[config.mk]
export PLATFORM = sky130hd
export DESIGN_NAME = adcsel_top
export DESIGN_NICKNAME = d
export VERILOG_FILES = /design/src/pkg/adcsel_pkg.sv /design/src/verilog/adcsel_clkdiv.sv /design/src/verilog/adcsel_pinmux.sv /design/src/verilog/adcsel_top.sv
export SDC_FILE = /design/constraint.sdc
export NUM_CORES = 1
export LEC_CHECK = 0
export BUFFER_PORTS_ARGS = -buffer_cell sky130_fd_sc_hd__buf_2
export CORE_MARGIN = 4
export CORE_UTILIZATION = 40
export CTS_CLUSTER_SIZE = 20
export DETAILED_ROUTE_END_ITERATION = 12
export GPL_TIMING_DRIVEN = 0
export HOLD_SLACK_MARGIN = 0.08
export MAX_ROUTING_LAYER = met4
export PLACE_DENSITY = 0.6
export SYNTH_ARGS = -nofsm -noshare
export SYNTH_HDL_FRONTEND = slang
export SYNTH_SLANG_ARGS = --single-unit
[constraint.sdc]
create_clock -name mclk_i -period 2.88 [get_ports mclk_i]
set_clock_uncertainty 0.05 [all_clocks]
set_input_delay 0.288 -clock mclk_i [delete_from_list [all_inputs] [get_ports mclk_i]]
set_output_delay 0.288 -clock mclk_i [all_outputs]
set_load 0.1 [all_outputs]
[src/pkg/adcsel_pkg.sv]
// constants and types shared by the converter control block
package adcsel_pkg;

   // register byte addresses on the special function register port
   localparam logic [7:0] ADDR_INPUT_SELECT   = 8'hbb;
   localparam logic [7:0] ADDR_CONFIG         = 8'hbc;
   localparam logic [7:0] ADDR_RESULT_LOW     = 8'hbe;
   localparam logic [7:0] ADDR_RESULT_HIGH    = 8'hbf;
   localparam logic [7:0] ADDR_CONTROL        = 8'he8;

   // analog_input_select fields
   localparam int         SEL_ENABLE_BIT      = 5;
   localparam int         SEL_PORT_LSB        = 3;
   localparam int         SEL_PIN_LSB         = 0;
   localparam logic [7:0] SEL_WRITE_MASK      = 8'h3f;
   localparam logic [7:0] SEL_RESET           = 8'h00;

   // converter_config fields
   localparam int         CFG_DIV_LSB         = 0;
   localparam logic [7:0] CFG_WRITE_MASK      = 8'h07;
   localparam logic [7:0] CFG_RESET           = 8'h00;

   // converter_control fields
   localparam int         CTL_TRACK_MODE_BIT  = 6;
   localparam int         CTL_DONE_BIT        = 5;
   localparam int         CTL_BUSY_BIT        = 4;
   localparam int         CTL_START_HIGH_BIT  = 3;
   localparam int         CTL_START_LOW_BIT   = 2;
   localparam int         CTL_IRQ_EN_BIT      = 1;
   localparam logic [7:0] CTL_WRITE_MASK      = 8'h6e;
   localparam logic [7:0] CTL_RESET           = 8'h00;

   // result width and placement
   localparam int         RESULT_BITS         = 12;
   localparam logic [7:0] RESULT_RESET        = 8'h00;

   // pin geometry
   localparam int         PORT_COUNT          = 4;
   localparam int         PINS_PER_PORT       = 8;

   // timing
   localparam int         SYS_CLK_MHZ         = 100;
   localparam int         MIN_PERIOD_NS       = 10000;
   localparam int         MIN_PERIOD_CYC      =
      (MIN_PERIOD_NS * SYS_CLK_MHZ + 999) / 1000;
   localparam int         TRACK_CLKS          = 3;
   localparam int         CONV_CLKS           = 16;
   localparam int         DIV_MAX_CODE        = 4;

   // sequencer states
   typedef enum logic [1:0] {
      ST_IDLE,
      ST_TRACK,
      ST_CONVERT,
      ST_HOLDOFF
   } adcsel_state_t;

   // one register access from the processor
   typedef struct packed {
      logic [7:0] addr;
      logic       wr;
      logic       rd;
      logic [7:0] wdata;
   } adcsel_sfr_t;

endpackage

[src/verilog/adcsel_clkdiv.sv]
// conversion clock tick generator: system clock divided by 1..16
`timescale 1ns/10ps

module adcsel_clkdiv (
   input  wire logic       mclk_i,    // system clock
   input  wire logic       resetn_i,  // async reset, active low
   input  wire logic [2:0] div_i,     // divide code 0..4
   input  wire logic       run_i,     // count while high
   output logic            tick_o     // one cycle per conversion clock
);

   logic [3:0] cnt_q;
   logic [3:0] cnt_d;
   logic [3:0] limit;
   logic [2:0] code;

   // codes above the largest map to divide by 16
   assign code  = (div_i > 3'(adcsel_pkg::DIV_MAX_CODE)) ?
                  3'(adcsel_pkg::DIV_MAX_CODE) : div_i;
   assign limit = 4'((5'h01 << code) - 5'h01);
   assign tick_o = run_i && (cnt_q == limit);
   assign cnt_d = (!run_i || tick_o) ? 4'h0 : cnt_q + 4'h1;

   // prescale counter, restarts with each run
   always_ff @(posedge mclk_i or negedge resetn_i) begin
      if (!resetn_i) begin
         cnt_q <= 4'h0;
      end else begin
         cnt_q <= cnt_d;
      end
   end

endmodule

[src/verilog/adcsel_pinmux.sv]
// analog pin routing: one-hot pin select and pull-up disable
`timescale 1ns/10ps

module adcsel_pinmux #(
   parameter int NPINS = 32           // port pins in total
) (
   input  wire logic             mclk_i,     // system clock
   input  wire logic             resetn_i,   // async reset, active low
   input  wire logic             enable_i,   // analog mux enable
   input  wire logic [4:0]       pin_idx_i,  // port and pin joined
   output logic      [NPINS-1:0] analog_o,   // pin routed to converter
   output logic      [NPINS-1:0] pullup_off_o // weak pull-up switched off
);

   logic [NPINS-1:0] hit;

   // only the one chosen pin turns analog, others stay digital
   genvar g;
   generate
      for (g = 0; g < NPINS; g++) begin : g_pin
         assign hit[g] = enable_i && (pin_idx_i == 5'(g));
      end
   endgenerate

   // registered routing and pull-up control, one driver for each vector
   always_ff @(posedge mclk_i or negedge resetn_i) begin
      if (!resetn_i) begin
         analog_o     <= '0;
         pullup_off_o <= '0;
      end else begin
         analog_o     <= hit;
         pullup_off_o <= hit;
      end
   end

endmodule

[src/verilog/adcsel_top.sv]
// converter control: input select, clocking, start, busy, results
`timescale 1ns/10ps

// Summary of operation
// select register top two bits read zero
// no analog pin unless mux enabled
// port field and pin field choose pin
// only the chosen pin becomes analog
// other pins of port stay digital
// analog pins get weak pull-up off
// software sets pin input mode analog
// conversion clock is system clock over 1..16
// never faster than 100 ksps
// software start by writing busy one
// timed start on each timer overflow
// busy reads one during whole conversion
// busy fall sets done, requests interrupt
// software polls done flag, not busy
// result registers loaded at conversion end
// default mode tracks except when converting
// track mode bit selects low-power tracking
// low-power software start tracks three clocks
// low-power timed start tracks three clocks
// tracking off during chip sleep
// starts while busy are ignored
// each overflow pulse starts at most one
module adcsel_top #(
   parameter int CONV_CLKS  = adcsel_pkg::CONV_CLKS,   // clocks per convert
   parameter int TRACK_CLKS = adcsel_pkg::TRACK_CLKS,  // low-power track
   parameter int MIN_CYC    = adcsel_pkg::MIN_PERIOD_CYC // start spacing
) (
   input  wire logic                   mclk_i,       // system clock
   input  wire logic                   resetn_i,     // async reset, low
   input  wire adcsel_pkg::adcsel_sfr_t sfr_i,       // register access
   output logic [7:0]                  sfr_rdata_o,  // read data, next cycle
   input  wire logic                   timer_ovf_i,  // timer overflow pulse
   input  wire logic                   sleep_i,      // chip in standby
   input  wire logic [11:0]            adc_data_i,   // converter result
   output logic [31:0]                 analog_sel_o, // pins routed analog
   output logic [31:0]                 pullup_off_o, // pull-ups disabled
   output logic                        track_o,      // track-and-hold track
   output logic                        convert_o,    // approximation running
   output logic                        conv_tick_o,  // conversion clock tick
   output logic                        busy_o,       // conversion busy
   output logic                        irq_o         // end of conversion irq
);

   // register state
   logic [7:0]                 sel_q;
   logic [7:0]                 sel_d;
   logic [7:0]                 cfg_q;
   logic [7:0]                 cfg_d;
   logic [7:0]                 ctl_q;
   logic [7:0]                 ctl_d;
   logic [7:0]                 res_lo_q;
   logic [7:0]                 res_lo_d;
   logic [7:0]                 res_hi_q;
   logic [7:0]                 res_hi_d;
   logic [7:0]                 rdata_q;
   logic [7:0]                 rdata_d;
   logic                       done_q;
   logic                       done_d;

   // sequencer state
   adcsel_pkg::adcsel_state_t  state_q;
   adcsel_pkg::adcsel_state_t  state_d;
   logic [5:0]                 clk_cnt_q;
   logic [5:0]                 clk_cnt_d;
   logic [15:0]                rate_cnt_q;
   logic [15:0]                rate_cnt_d;

   // decode wires
   logic                       wr_sel;
   logic                       wr_cfg;
   logic                       wr_ctl;
   logic                       rd_any;
   logic                       mode_timed;
   logic                       low_power;
   logic                       sw_start;
   logic                       hw_start;
   logic                       start_req;
   logic                       start_go;
   logic                       idle;
   logic                       tick;
   logic                       div_run;
   logic                       track_end;
   logic                       conv_end;
   logic                       rate_ok;
   logic                       finish;
   logic [4:0]                 pin_idx;
   logic [7:0]                 read_mux;
   logic [7:0]                 ctl_view;

   // register write decode
   assign wr_sel = sfr_i.wr && (sfr_i.addr == adcsel_pkg::ADDR_INPUT_SELECT);
   assign wr_cfg = sfr_i.wr && (sfr_i.addr == adcsel_pkg::ADDR_CONFIG);
   assign wr_ctl = sfr_i.wr && (sfr_i.addr == adcsel_pkg::ADDR_CONTROL);
   assign rd_any = sfr_i.rd;

   // mode bits from the control register
   assign mode_timed = ctl_q[adcsel_pkg::CTL_START_LOW_BIT];
   assign low_power  = ctl_q[adcsel_pkg::CTL_TRACK_MODE_BIT];
   assign idle       = (state_q == adcsel_pkg::ST_IDLE);

   // start sources, each picked by the start-mode field
   assign sw_start  = wr_ctl && !mode_timed
                      && sfr_i.wdata[adcsel_pkg::CTL_BUSY_BIT];
   assign hw_start  = timer_ovf_i && mode_timed;
   assign start_req = sw_start || hw_start;
   assign start_go  = start_req && idle;

   // conversion clock divider runs only while a conversion is open
   assign div_run = !idle && (state_q != adcsel_pkg::ST_HOLDOFF);

   adcsel_clkdiv u_clkdiv (
      .mclk_i   (mclk_i),
      .resetn_i (resetn_i),
      .div_i    (cfg_q[adcsel_pkg::CFG_DIV_LSB +: 3]),
      .run_i    (div_run),
      .tick_o   (tick)
   );

   // track and convert ends counted in conversion clocks; holdoff end in system clocks
   assign track_end = tick && (state_q == adcsel_pkg::ST_TRACK)
                      && (clk_cnt_q == 6'(TRACK_CLKS - 1));
   assign conv_end  = tick && (state_q == adcsel_pkg::ST_CONVERT)
                      && (clk_cnt_q == 6'(CONV_CLKS - 1));
   assign rate_ok   = (rate_cnt_q == 16'h0000);
   assign finish    = (conv_end && rate_ok)
                      || ((state_q == adcsel_pkg::ST_HOLDOFF) && rate_ok);

   // sequencer next state
   always_comb begin
      state_d   = state_q;
      clk_cnt_d = clk_cnt_q;
      unique case (state_q)
         adcsel_pkg::ST_IDLE: begin
            clk_cnt_d = 6'h00;
            if (start_go) begin
               state_d = low_power ? adcsel_pkg::ST_TRACK
                                   : adcsel_pkg::ST_CONVERT;
            end
         end
         adcsel_pkg::ST_TRACK: begin
            if (track_end) begin
               state_d   = adcsel_pkg::ST_CONVERT;
               clk_cnt_d = 6'h00;
            end else if (tick) begin
               clk_cnt_d = clk_cnt_q + 6'h01;
            end
         end
         adcsel_pkg::ST_CONVERT: begin
            if (conv_end) begin
               clk_cnt_d = 6'h00;
               state_d   = rate_ok ? adcsel_pkg::ST_IDLE
                                   : adcsel_pkg::ST_HOLDOFF;
            end else if (tick) begin
               clk_cnt_d = clk_cnt_q + 6'h01;
            end
         end
         adcsel_pkg::ST_HOLDOFF: begin
            if (rate_ok) begin
               state_d = adcsel_pkg::ST_IDLE;
            end
         end
      endcase
   end

   // start spacing counter, loaded at each accepted start
   always_comb begin
      if (start_go) begin
         rate_cnt_d = 16'(MIN_CYC - 1);
      end else if (!rate_ok) begin
         rate_cnt_d = rate_cnt_q - 16'h0001;
      end else begin
         rate_cnt_d = rate_cnt_q;
      end
   end

   // sequencer registers
   always_ff @(posedge mclk_i or negedge resetn_i) begin
      if (!resetn_i) begin
         state_q    <= adcsel_pkg::ST_IDLE;
         clk_cnt_q  <= 6'h00;
         rate_cnt_q <= 16'h0000;
      end else begin
         state_q    <= state_d;
         clk_cnt_q  <= clk_cnt_d;
         rate_cnt_q <= rate_cnt_d;
      end
   end

   // analog input select: top two bits never stored
   assign sel_d = wr_sel ? (sfr_i.wdata & adcsel_pkg::SEL_WRITE_MASK)
                         : sel_q;
   // converter configuration: divide field only
   assign cfg_d = wr_cfg ? (sfr_i.wdata & adcsel_pkg::CFG_WRITE_MASK)
                         : cfg_q;
   // control bits kept by software; busy and done are hardware state
   assign ctl_d = wr_ctl ? (sfr_i.wdata & adcsel_pkg::CTL_WRITE_MASK)
                         : ctl_q;

   // done flag: set at busy fall wins over a software clear
   always_comb begin
      done_d = done_q;
      if (wr_ctl && !sfr_i.wdata[adcsel_pkg::CTL_DONE_BIT]) begin
         done_d = 1'b0;
      end
      if (finish) begin
         done_d = 1'b1;
      end
   end

   // result registers, right justified, loaded at conversion end
   assign res_lo_d = finish ? adc_data_i[7:0] : res_lo_q;
   assign res_hi_d = finish ? {4'h0, adc_data_i[11:8]} : res_hi_q;

   // software registers
   always_ff @(posedge mclk_i or negedge resetn_i) begin
      if (!resetn_i) begin
         sel_q    <= adcsel_pkg::SEL_RESET;
         cfg_q    <= adcsel_pkg::CFG_RESET;
         ctl_q    <= adcsel_pkg::CTL_RESET;
         done_q   <= 1'b0;
         res_lo_q <= adcsel_pkg::RESULT_RESET;
         res_hi_q <= adcsel_pkg::RESULT_RESET;
      end else begin
         sel_q    <= sel_d;
         cfg_q    <= cfg_d;
         ctl_q    <= ctl_d;
         done_q   <= done_d;
         res_lo_q <= res_lo_d;
         res_hi_q <= res_hi_d;
      end
   end

   // control register as software sees it
   always_comb begin
      ctl_view = ctl_q;
      ctl_view[adcsel_pkg::CTL_BUSY_BIT] = !idle;
      ctl_view[adcsel_pkg::CTL_DONE_BIT] = done_q;
   end

   // read select; unmapped addresses read zero
   always_comb begin
      unique case (sfr_i.addr)
         adcsel_pkg::ADDR_INPUT_SELECT: read_mux = sel_q;
         adcsel_pkg::ADDR_CONFIG:       read_mux = cfg_q;
         adcsel_pkg::ADDR_RESULT_LOW:   read_mux = res_lo_q;
         adcsel_pkg::ADDR_RESULT_HIGH:  read_mux = res_hi_q;
         adcsel_pkg::ADDR_CONTROL:      read_mux = ctl_view;
         default:                       read_mux = 8'h00;
      endcase
   end

   assign rdata_d = rd_any ? read_mux : rdata_q;

   // read data register
   always_ff @(posedge mclk_i or negedge resetn_i) begin
      if (!resetn_i) begin
         rdata_q <= 8'h00;
      end else begin
         rdata_q <= rdata_d;
      end
   end

   // pin index: port field above pin field
   assign pin_idx = {sel_q[adcsel_pkg::SEL_PORT_LSB +: 2],
                     sel_q[adcsel_pkg::SEL_PIN_LSB +: 3]};

   adcsel_pinmux #(
      .NPINS (adcsel_pkg::PORT_COUNT * adcsel_pkg::PINS_PER_PORT)
   ) u_pinmux (
      .mclk_i       (mclk_i),
      .resetn_i     (resetn_i),
      .enable_i     (sel_q[adcsel_pkg::SEL_ENABLE_BIT]),
      .pin_idx_i    (pin_idx),
      .analog_o     (analog_sel_o),
      .pullup_off_o (pullup_off_o)
   );

   // track-and-hold control toward the analog converter
   always_comb begin
      if (sleep_i) begin
         track_o = 1'b0;
      end else if (low_power) begin
         track_o = (state_q == adcsel_pkg::ST_TRACK);
      end else begin
         track_o = (state_q != adcsel_pkg::ST_CONVERT);
      end
   end

   // status and strobes
   assign convert_o   = (state_q == adcsel_pkg::ST_CONVERT);
   assign conv_tick_o = tick;
   assign busy_o      = !idle;
   assign irq_o       = done_q && ctl_q[adcsel_pkg::CTL_IRQ_EN_BIT];
   assign sfr_rdata_o = rdata_q;

endmodule

==> results of run 1 <==
## cells by family (layout without fill, tap and decap cells)
group	Yosys count	count (layout)	synth area share (%)
simple gates	162	162	17.6
flops	94	94	52.6
compound gates	63	63	9.45
buf+inv	61	193	8.14
mux	29	29	7.97
fa+ha+maj	9	9	2.52
xor+xnor	9	9	1.76
## flip-flops by register name, summed over array words and instances, names as in the netlist
name               cells
u_pinmux.analog_o     32
rate_cnt_q            16
res_lo_q               8
sfr_rdata_o            8
clk_cnt_q              6
sel_q                  6
ctl_q                  4
res_hi_q               4
u_clkdiv.cnt_q         4
cfg_q                  3
state_q                2
done_q                 1
## cell usage in the layout, fill, tap and decap left out, types with 3 or more instances in the layout
cell / count
a31oi_1: 3
mux2_4: 9
nor2b_1: 5
o21ai_0: 10
mux2_2: 14
mux2_1: 3
o21a_1: 3
buf_4: 33
nor4_1: 5
buf_2: 106
a21oi_1: 13
or3_1: 5
xnor2_1: 7
a211oi_1: 4
mux2i_1: 3
nor2_1: 61
inv_1: 16
and2_1: 4
nand4_1: 9
dlygate4sd3_1: 7
a22o_1: 4
nand2b_1: 5
nand2_1: 32
nand3_1: 12
clkbuf_8: 9
and3_1: 3
ha_1: 9
dfrtp_1: 93
nor3_1: 6
o22ai_1: 8
inv_8: 3
clkbuf_1: 11
## final cells by class
class	instances	area (sq um)
fill	1009	5350
sequential	94	2350
multi-input combinational	272	1790
timing repair buffer	116	651
buffer	45	304
tap	140	175
clock buffer	9	124
clock inverter	7	83.8
inverter	16	60.1
## power by group
group / internal, mW / leakage (nW) / total, mW / switching (mW)
sequential: 1.46 / 1.21 / 1.61 / 0.153
clock: 0.353 / 0.106 / 0.888 / 0.535
combinational: 0.399 / 1.46 / 1.15 / 0.755
total: 2.21 / 2.78 / 3.66 / 1.44
## stage by stage
stage	hold slack (ns)	worst slack (ns)	instance area (sq um)	util (%)
final	0.0953	0.103	5540	50.9
after global routing	0.0871	0.0136	5540	50.9
after CTS	0.0818	0.0201	5500	50.5
after detailed placement	0.203	0.122	5220	48.0
after global placement	0.428	0.148	5190	47.7
after floorplan	-0.0576	0.0822	4480	-
## path summary, 6_finish.rpt
kind,end,slack [ns],cells past startpoint
worst max-delay path,conv_tick_o,0.10,5
worst min-delay path,res_hi_q[2]$_DFFE_PN0P_,0.1,2
worst max register to register,res_lo_q[2]$_DFFE_PN0P_,0.11,8
worst min register to register,u_clkdiv.cnt_q[0]$_DFF_PN0_,0.46,1
max in group asynchronous,u_clkdiv.cnt_q[0]$_DFF_PN0_,1.77,3
min in group asynchronous,u_pinmux.analog_o[18]$_DFF_PN0_,0.33,2
## metal layers
| metal | up-vias | GRT usage [%] | wire [microns] |
|---|---|---|---|
| met5 | - | - | 0 |
| met4 | 0 | 4.81 | 99 |
| met3 | 13 | 2.97 | 569 |
| met2 | 91 | 24.9 | 4570 |
| met1 | 1632 | 20.5 | 4340 |
| li1 | 1714 | - | - |
## repair_timing
action | in CTS | in global routing
hold endpoints to repair | 37 | 1
hold buffers | 6 | 1
pin swaps | 0 | 0
gates resized for setup | 3 | 5
endpoints found under the setup margin | 1 | 5
gates cloned | 0 | 0
## critical path, cell delays in order, from the launching register on
cell and delay, ns:
dfrtp_2 0.46, or4_1 0.53, a311o_1 0.44, a21oi_4 0.22, and2_1 0.21, buf_8 0.21
==> run metrics, run 1 <==
status=finished clean; Clock Pin Slew Worst Setup and Hold Paths=~0.11 ns; clk_lat worst skew=~0.37 ns; htree depth=3; DRC=0; CORE AREA=10900 sq um; Synth Warn #=0; DR vias/cell=between 4 and 5; worst hold path startpoint=adc_data_i[10]; setup_tns=0 ns; Port Buf Inserts=108; ant diodes=0; final net count=597; Pleak=roughly 2.8 nW; share of post-route cells with drive strength above 1=34.3%; Worst EP required=between 2 and 3 ns; Max VDD drop=roughly 0.48 mV; Crit Reg-Reg Startpoint=u_clkdiv.cnt_q[0]$_DFF_PN0_; DR WL/cell=around 14 microns; drt total wl=between 9 and 10 mm; vias in the first global route=~3300; Setup crit start=u_clkdiv.cnt_q[0]$_DFF_PN0_; Synth top cells by count=dfrtp_1 (94), nor2_1 (62), buf_4 (32), nand2_1 (32), inv_1 (16); CTS tree=done; Max-Cap Viols=0; post-CTS setup buffer count=0; max_slew headroom=49.8%; most numerous cell in the Yosys netlist=dfrtp_1; Initial DRC Count=104; Avg Cell Area, Syn=10.5 sq um; GRT Total Usage=about 16%; total congestion overflow=0; initial antenna violation count=0; vias=3450; Mapped Cells=around 430; maximum clock path buffer count=2; critical path class=flop to output port; clk sink count=94; crit path time final=around 2.8 ns; Net Count, Synth=470; area leader, netlist=dfrtp_1; first-pass GRT wire length=approximately 16 mm; Placer Congestion=around 0.77; post-route ant nets=0; final hold violations=0; Worst Setup End Kind=output port; first-pass detailed-route iteration total=4; Die Ht=114 microns; Post-Syn Area=around 4500 sq um; Boundary Pins=~110; worst-margin pin slew=0.747 ns; critical path arrival=about 2.4 ns; placed cells=between 600 and 700; Highest Clock Rate=approximately 0.36 GHz; Post-synth EDFFs=0; pin count of the biggest net entering global routing=63; Initial Utilization=between 40% and 50%; final setup violation count=0; #FFs+latches synth=94; Post-synth top flop=dfrtp_1; Die Area=~13000 sq um; Unique masters post-synth=between 50 and 60; Worst Setup Start Kind=flop; Max Fanout on Critical Path=7; final worst path period share=a little over nine tenths; Synth top area share=between 50 and 60%; share of synthesized registers carrying an async set or reset=100%; row count=38; final total power=roughly 3.7 mW; Final Max Slew Viols=0; worst min-delay path class=primary input to flop; Syn-to-layout area delta=23.7%; placed wire-length estimate=between 7 and 8 mm; Pwr Density=660 nW/um^2; TritonCTS buffer count=9; Post-Layout Cell Count=between 600 and 700; post-synthesis sequential area ratio=between 50% and 60%; largest cells by area after synthesis=dfrtp_1 (53%), buf_4 (5.4%), nor2_1 (5.2%); die width=roughly 110 microns; root buf cell=clkbuf_8; RSZ-0062 raised after global routing=no
(Power assumes the default switching activity.)
==> run 2: changes to the inputs <==
--- a/config.mk
+++ b/config.mk
@@ -6,7 +6,6 @@
 export NUM_CORES = 1
 export LEC_CHECK = 0
 export BUFFER_PORTS_ARGS = -buffer_cell sky130_fd_sc_hd__buf_2
-export CORE_MARGIN = 4
 export CORE_UTILIZATION = 40
 export CTS_CLUSTER_SIZE = 20
 export DETAILED_ROUTE_END_ITERATION = 12
==> run 2 against run 1 <==
Combinational power about the same. Flip-flop and latch count stayed put. First-iteration DRC count increased by 8.7%. Sequential power about the same. Critical path depth increased by 3. Largest power group unchanged. Highest routed layer unchanged.
==> run metrics, run 2 (synthesized netlist as in run 1, its figures left out) <==
final setup violation count=0 (unchanged); pin count of the biggest net entering global routing=75 (was 63); status=finished clean (unchanged); RSZ-0062 raised after global routing=no (unchanged); root buf cell=clkbuf_8 (unchanged); clk_lat worst skew=0.36 ns (was 0.37 ns); CTS tree=done (unchanged); most common cell after layout, fill and taps aside=buf_2 (unchanged); vias=3447 (was 3450); Pleak=2.77 nW (was 2.78 nW); final net count=596 (was 597); final total power=3.62 mW (was 3.66 mW); DR WL/cell=13.9 microns (was 13.7 microns); Placer Congestion=0.794 (was 0.775); crit path time final=2.74 ns (was 2.78 ns); Placed Area=5220 sq um (unchanged); critical path arrival=2.94 ns (was 2.44 ns); Worst Setup End Kind=flop (was output port); clk sink count=94 (unchanged); Clock Pin Slew Worst Setup and Hold Paths=0.10 ns (was 0.11 ns); multi-input logic area=1770 sq um (was 1790 sq um); drt total wl=9.67 mm (was 9.58 mm); row count=38 (unchanged); post-route ant nets=0 (unchanged); first-pass detailed-route iteration total=4 (unchanged); Initial Utilization=41.1% (unchanged); CORE AREA=10900 sq um (unchanged); ant diodes=0 (unchanged); biggest regs=u_pinmux.analog_o: 32 flops, rate_cnt_q: 16 flops (unchanged); Die Area=11600 sq um (was 12900 sq um); setup_tns=0 ns (unchanged); Initial DRC Count=113 (was 104); Reg area=2350 sq um (about the same); DRC=0 (unchanged); vias in the first global route=3196 (was 3316); Port Buf Inserts=108 (unchanged); critical path class=flop to flop (was flop to output port); Highest Clock Rate=0.365 GHz (was 0.360 GHz); share of post-route cells with drive strength above 1=33.9% (was 34.3%); final hold violations=0 (unchanged); worst min-delay path class=primary input to flop (unchanged); Max VDD drop=0.398 mV (was 0.476 mV); Final Max Slew Viols=0 (unchanged); DR vias/cell=4.94 (about the same); Max Fanout on Critical Path=10 (was 7); Max-Cap Viols=0 (unchanged); placed wire-length estimate=7.20 mm (was 7.32 mm); htree depth=3 (unchanged); die width=108 microns (was 114 microns); initial antenna violation count=0 (unchanged); Syn-to-layout area delta=23.0% (was 23.7%); final worst path period share=95.1% (was 96.4%); Fill cells=1004 (was 1009); Boundary Pins=111 (unchanged); first-pass GRT wire length=15.9 mm (about the same); Die Ht=108 microns (was 114 microns); Largest register FFs=32 (unchanged); fin area=5500 sq um (was 5540 sq um); total congestion overflow=0 (unchanged); maximum clock path buffer count=2 (unchanged); Worst EP required=3.08 ns (was 2.54 ns); TritonCTS buffer count=9 (unchanged); worst-margin pin slew=0.838 ns (was 0.747 ns); GRT Total Usage=18.2% (was 15.7%); Worst Setup Start Kind=flop (unchanged); most frequent cells in the layout=buf_2 (106), dfrtp_1 (94), nor2_1 (61), buf_4 (33), nand2_1 (32) (was buf_2 (106), dfrtp_1 (93), nor2_1 (61), buf_4 (33), nand2_1 (32)); Biggest register=u_pinmux.analog_o (unchanged); max_slew headroom=43.3% (was 49.8%); Pwr Density=657 nW/um^2 (was 660 nW/um^2)
[run 2: path summary, 6_finish.rpt]
check	startpoint	end	slack, ns	depth (start not counted)
min in group asynchronous	resetn_i	u_pinmux.analog_o[24]$_DFF_PN0_	0.31	2
worst min register to register	res_hi_q[3]$_DFFE_PN0P_	res_hi_q[3]$_DFFE_PN0P_	0.46	1
max in group asynchronous	resetn_i	ctl_q[3]$_DFFE_PN0P_	1.83	3
worst max-delay path	cfg_q[1]$_DFFE_PN0P_	res_lo_q[6]$_DFFE_PN0P_	0.14	8
worst max register to register	cfg_q[1]$_DFFE_PN0P_	res_lo_q[6]$_DFFE_PN0P_	0.14	8
worst min-delay path	adc_data_i[9]	res_hi_q[1]$_DFFE_PN0P_	0.1	2
[run 2: repair_timing]
| action | in CTS | in global routing |
|---|---|---|
| pin swaps | 0 | 1 |
| endpoints found under the hold margin | 23 | 2 |
| gates resized for setup | 3 | 1 |
| setup buffers | 0 | 0 |
| cloned | 0 | 0 |
| endpoints found under the setup margin | 1 | 11 |
| hold buffers | 4 | 2 |
[run 2: metrics by stage]
| stage | util (%) | worst slack, ns | instances | hold slack (ns) |
|---|---|---|---|---|
| 2_1_floorplan | - | 0.0822 | 427 | -0.0576 |
| 3_3_place_gp | 47.7 | 0.137 | 675 | 0.426 |
| 3_5_place_dp | 48.0 | 0.119 | 676 | 0.157 |
| 4_1_cts | 50.3 | 0.0302 | 696 | 0.0804 |
| 5_1_grt | 50.5 | 0.0136 | 698 | 0.0763 |
| 6_report | 50.5 | 0.141 | 698 | 0.0956 |
[run 2: per-layer routing]
metal	vias up	GRT usage, %	part of all wire (%)
met5	-	-	0
met4	0	3.23	0.13
met3	2	3.87	4.8
met2	108	29.8	49
met1	1629	23.6	46
li1	1708	-	-
[run 2: area by class of cell]
class	count	share of cell area (%)
timing repair buffer	115	11.6
sequential	94	42.8
inverter	16	1.09
tap	140	3.18
buffer	45	5.53
clock inverter	7	1.41
clock buffer	9	2.25
multi-input combinational	272	32.2
[run 2: power breakdown]
group | internal, mW | switching (mW) | leakage, nW
Combinational | 0.388 | 0.763 | 1.46
Sequential | 1.46 | 0.148 | 1.21
Clock | 0.344 | 0.514 | 0.0983
Total | 2.19 | 1.43 | 2.77
[run 2: critical path, cell delays in order, from the launching register on]
cell and delay [ns]:
dfrtp_1 0.45, or4bb_1 0.51, a311o_1 0.41, a21o_1 0.22, buf_6 0.13, nor3_2 0.21, o21ai_2 0.14, buf_6 0.21
mux2_4 0.30
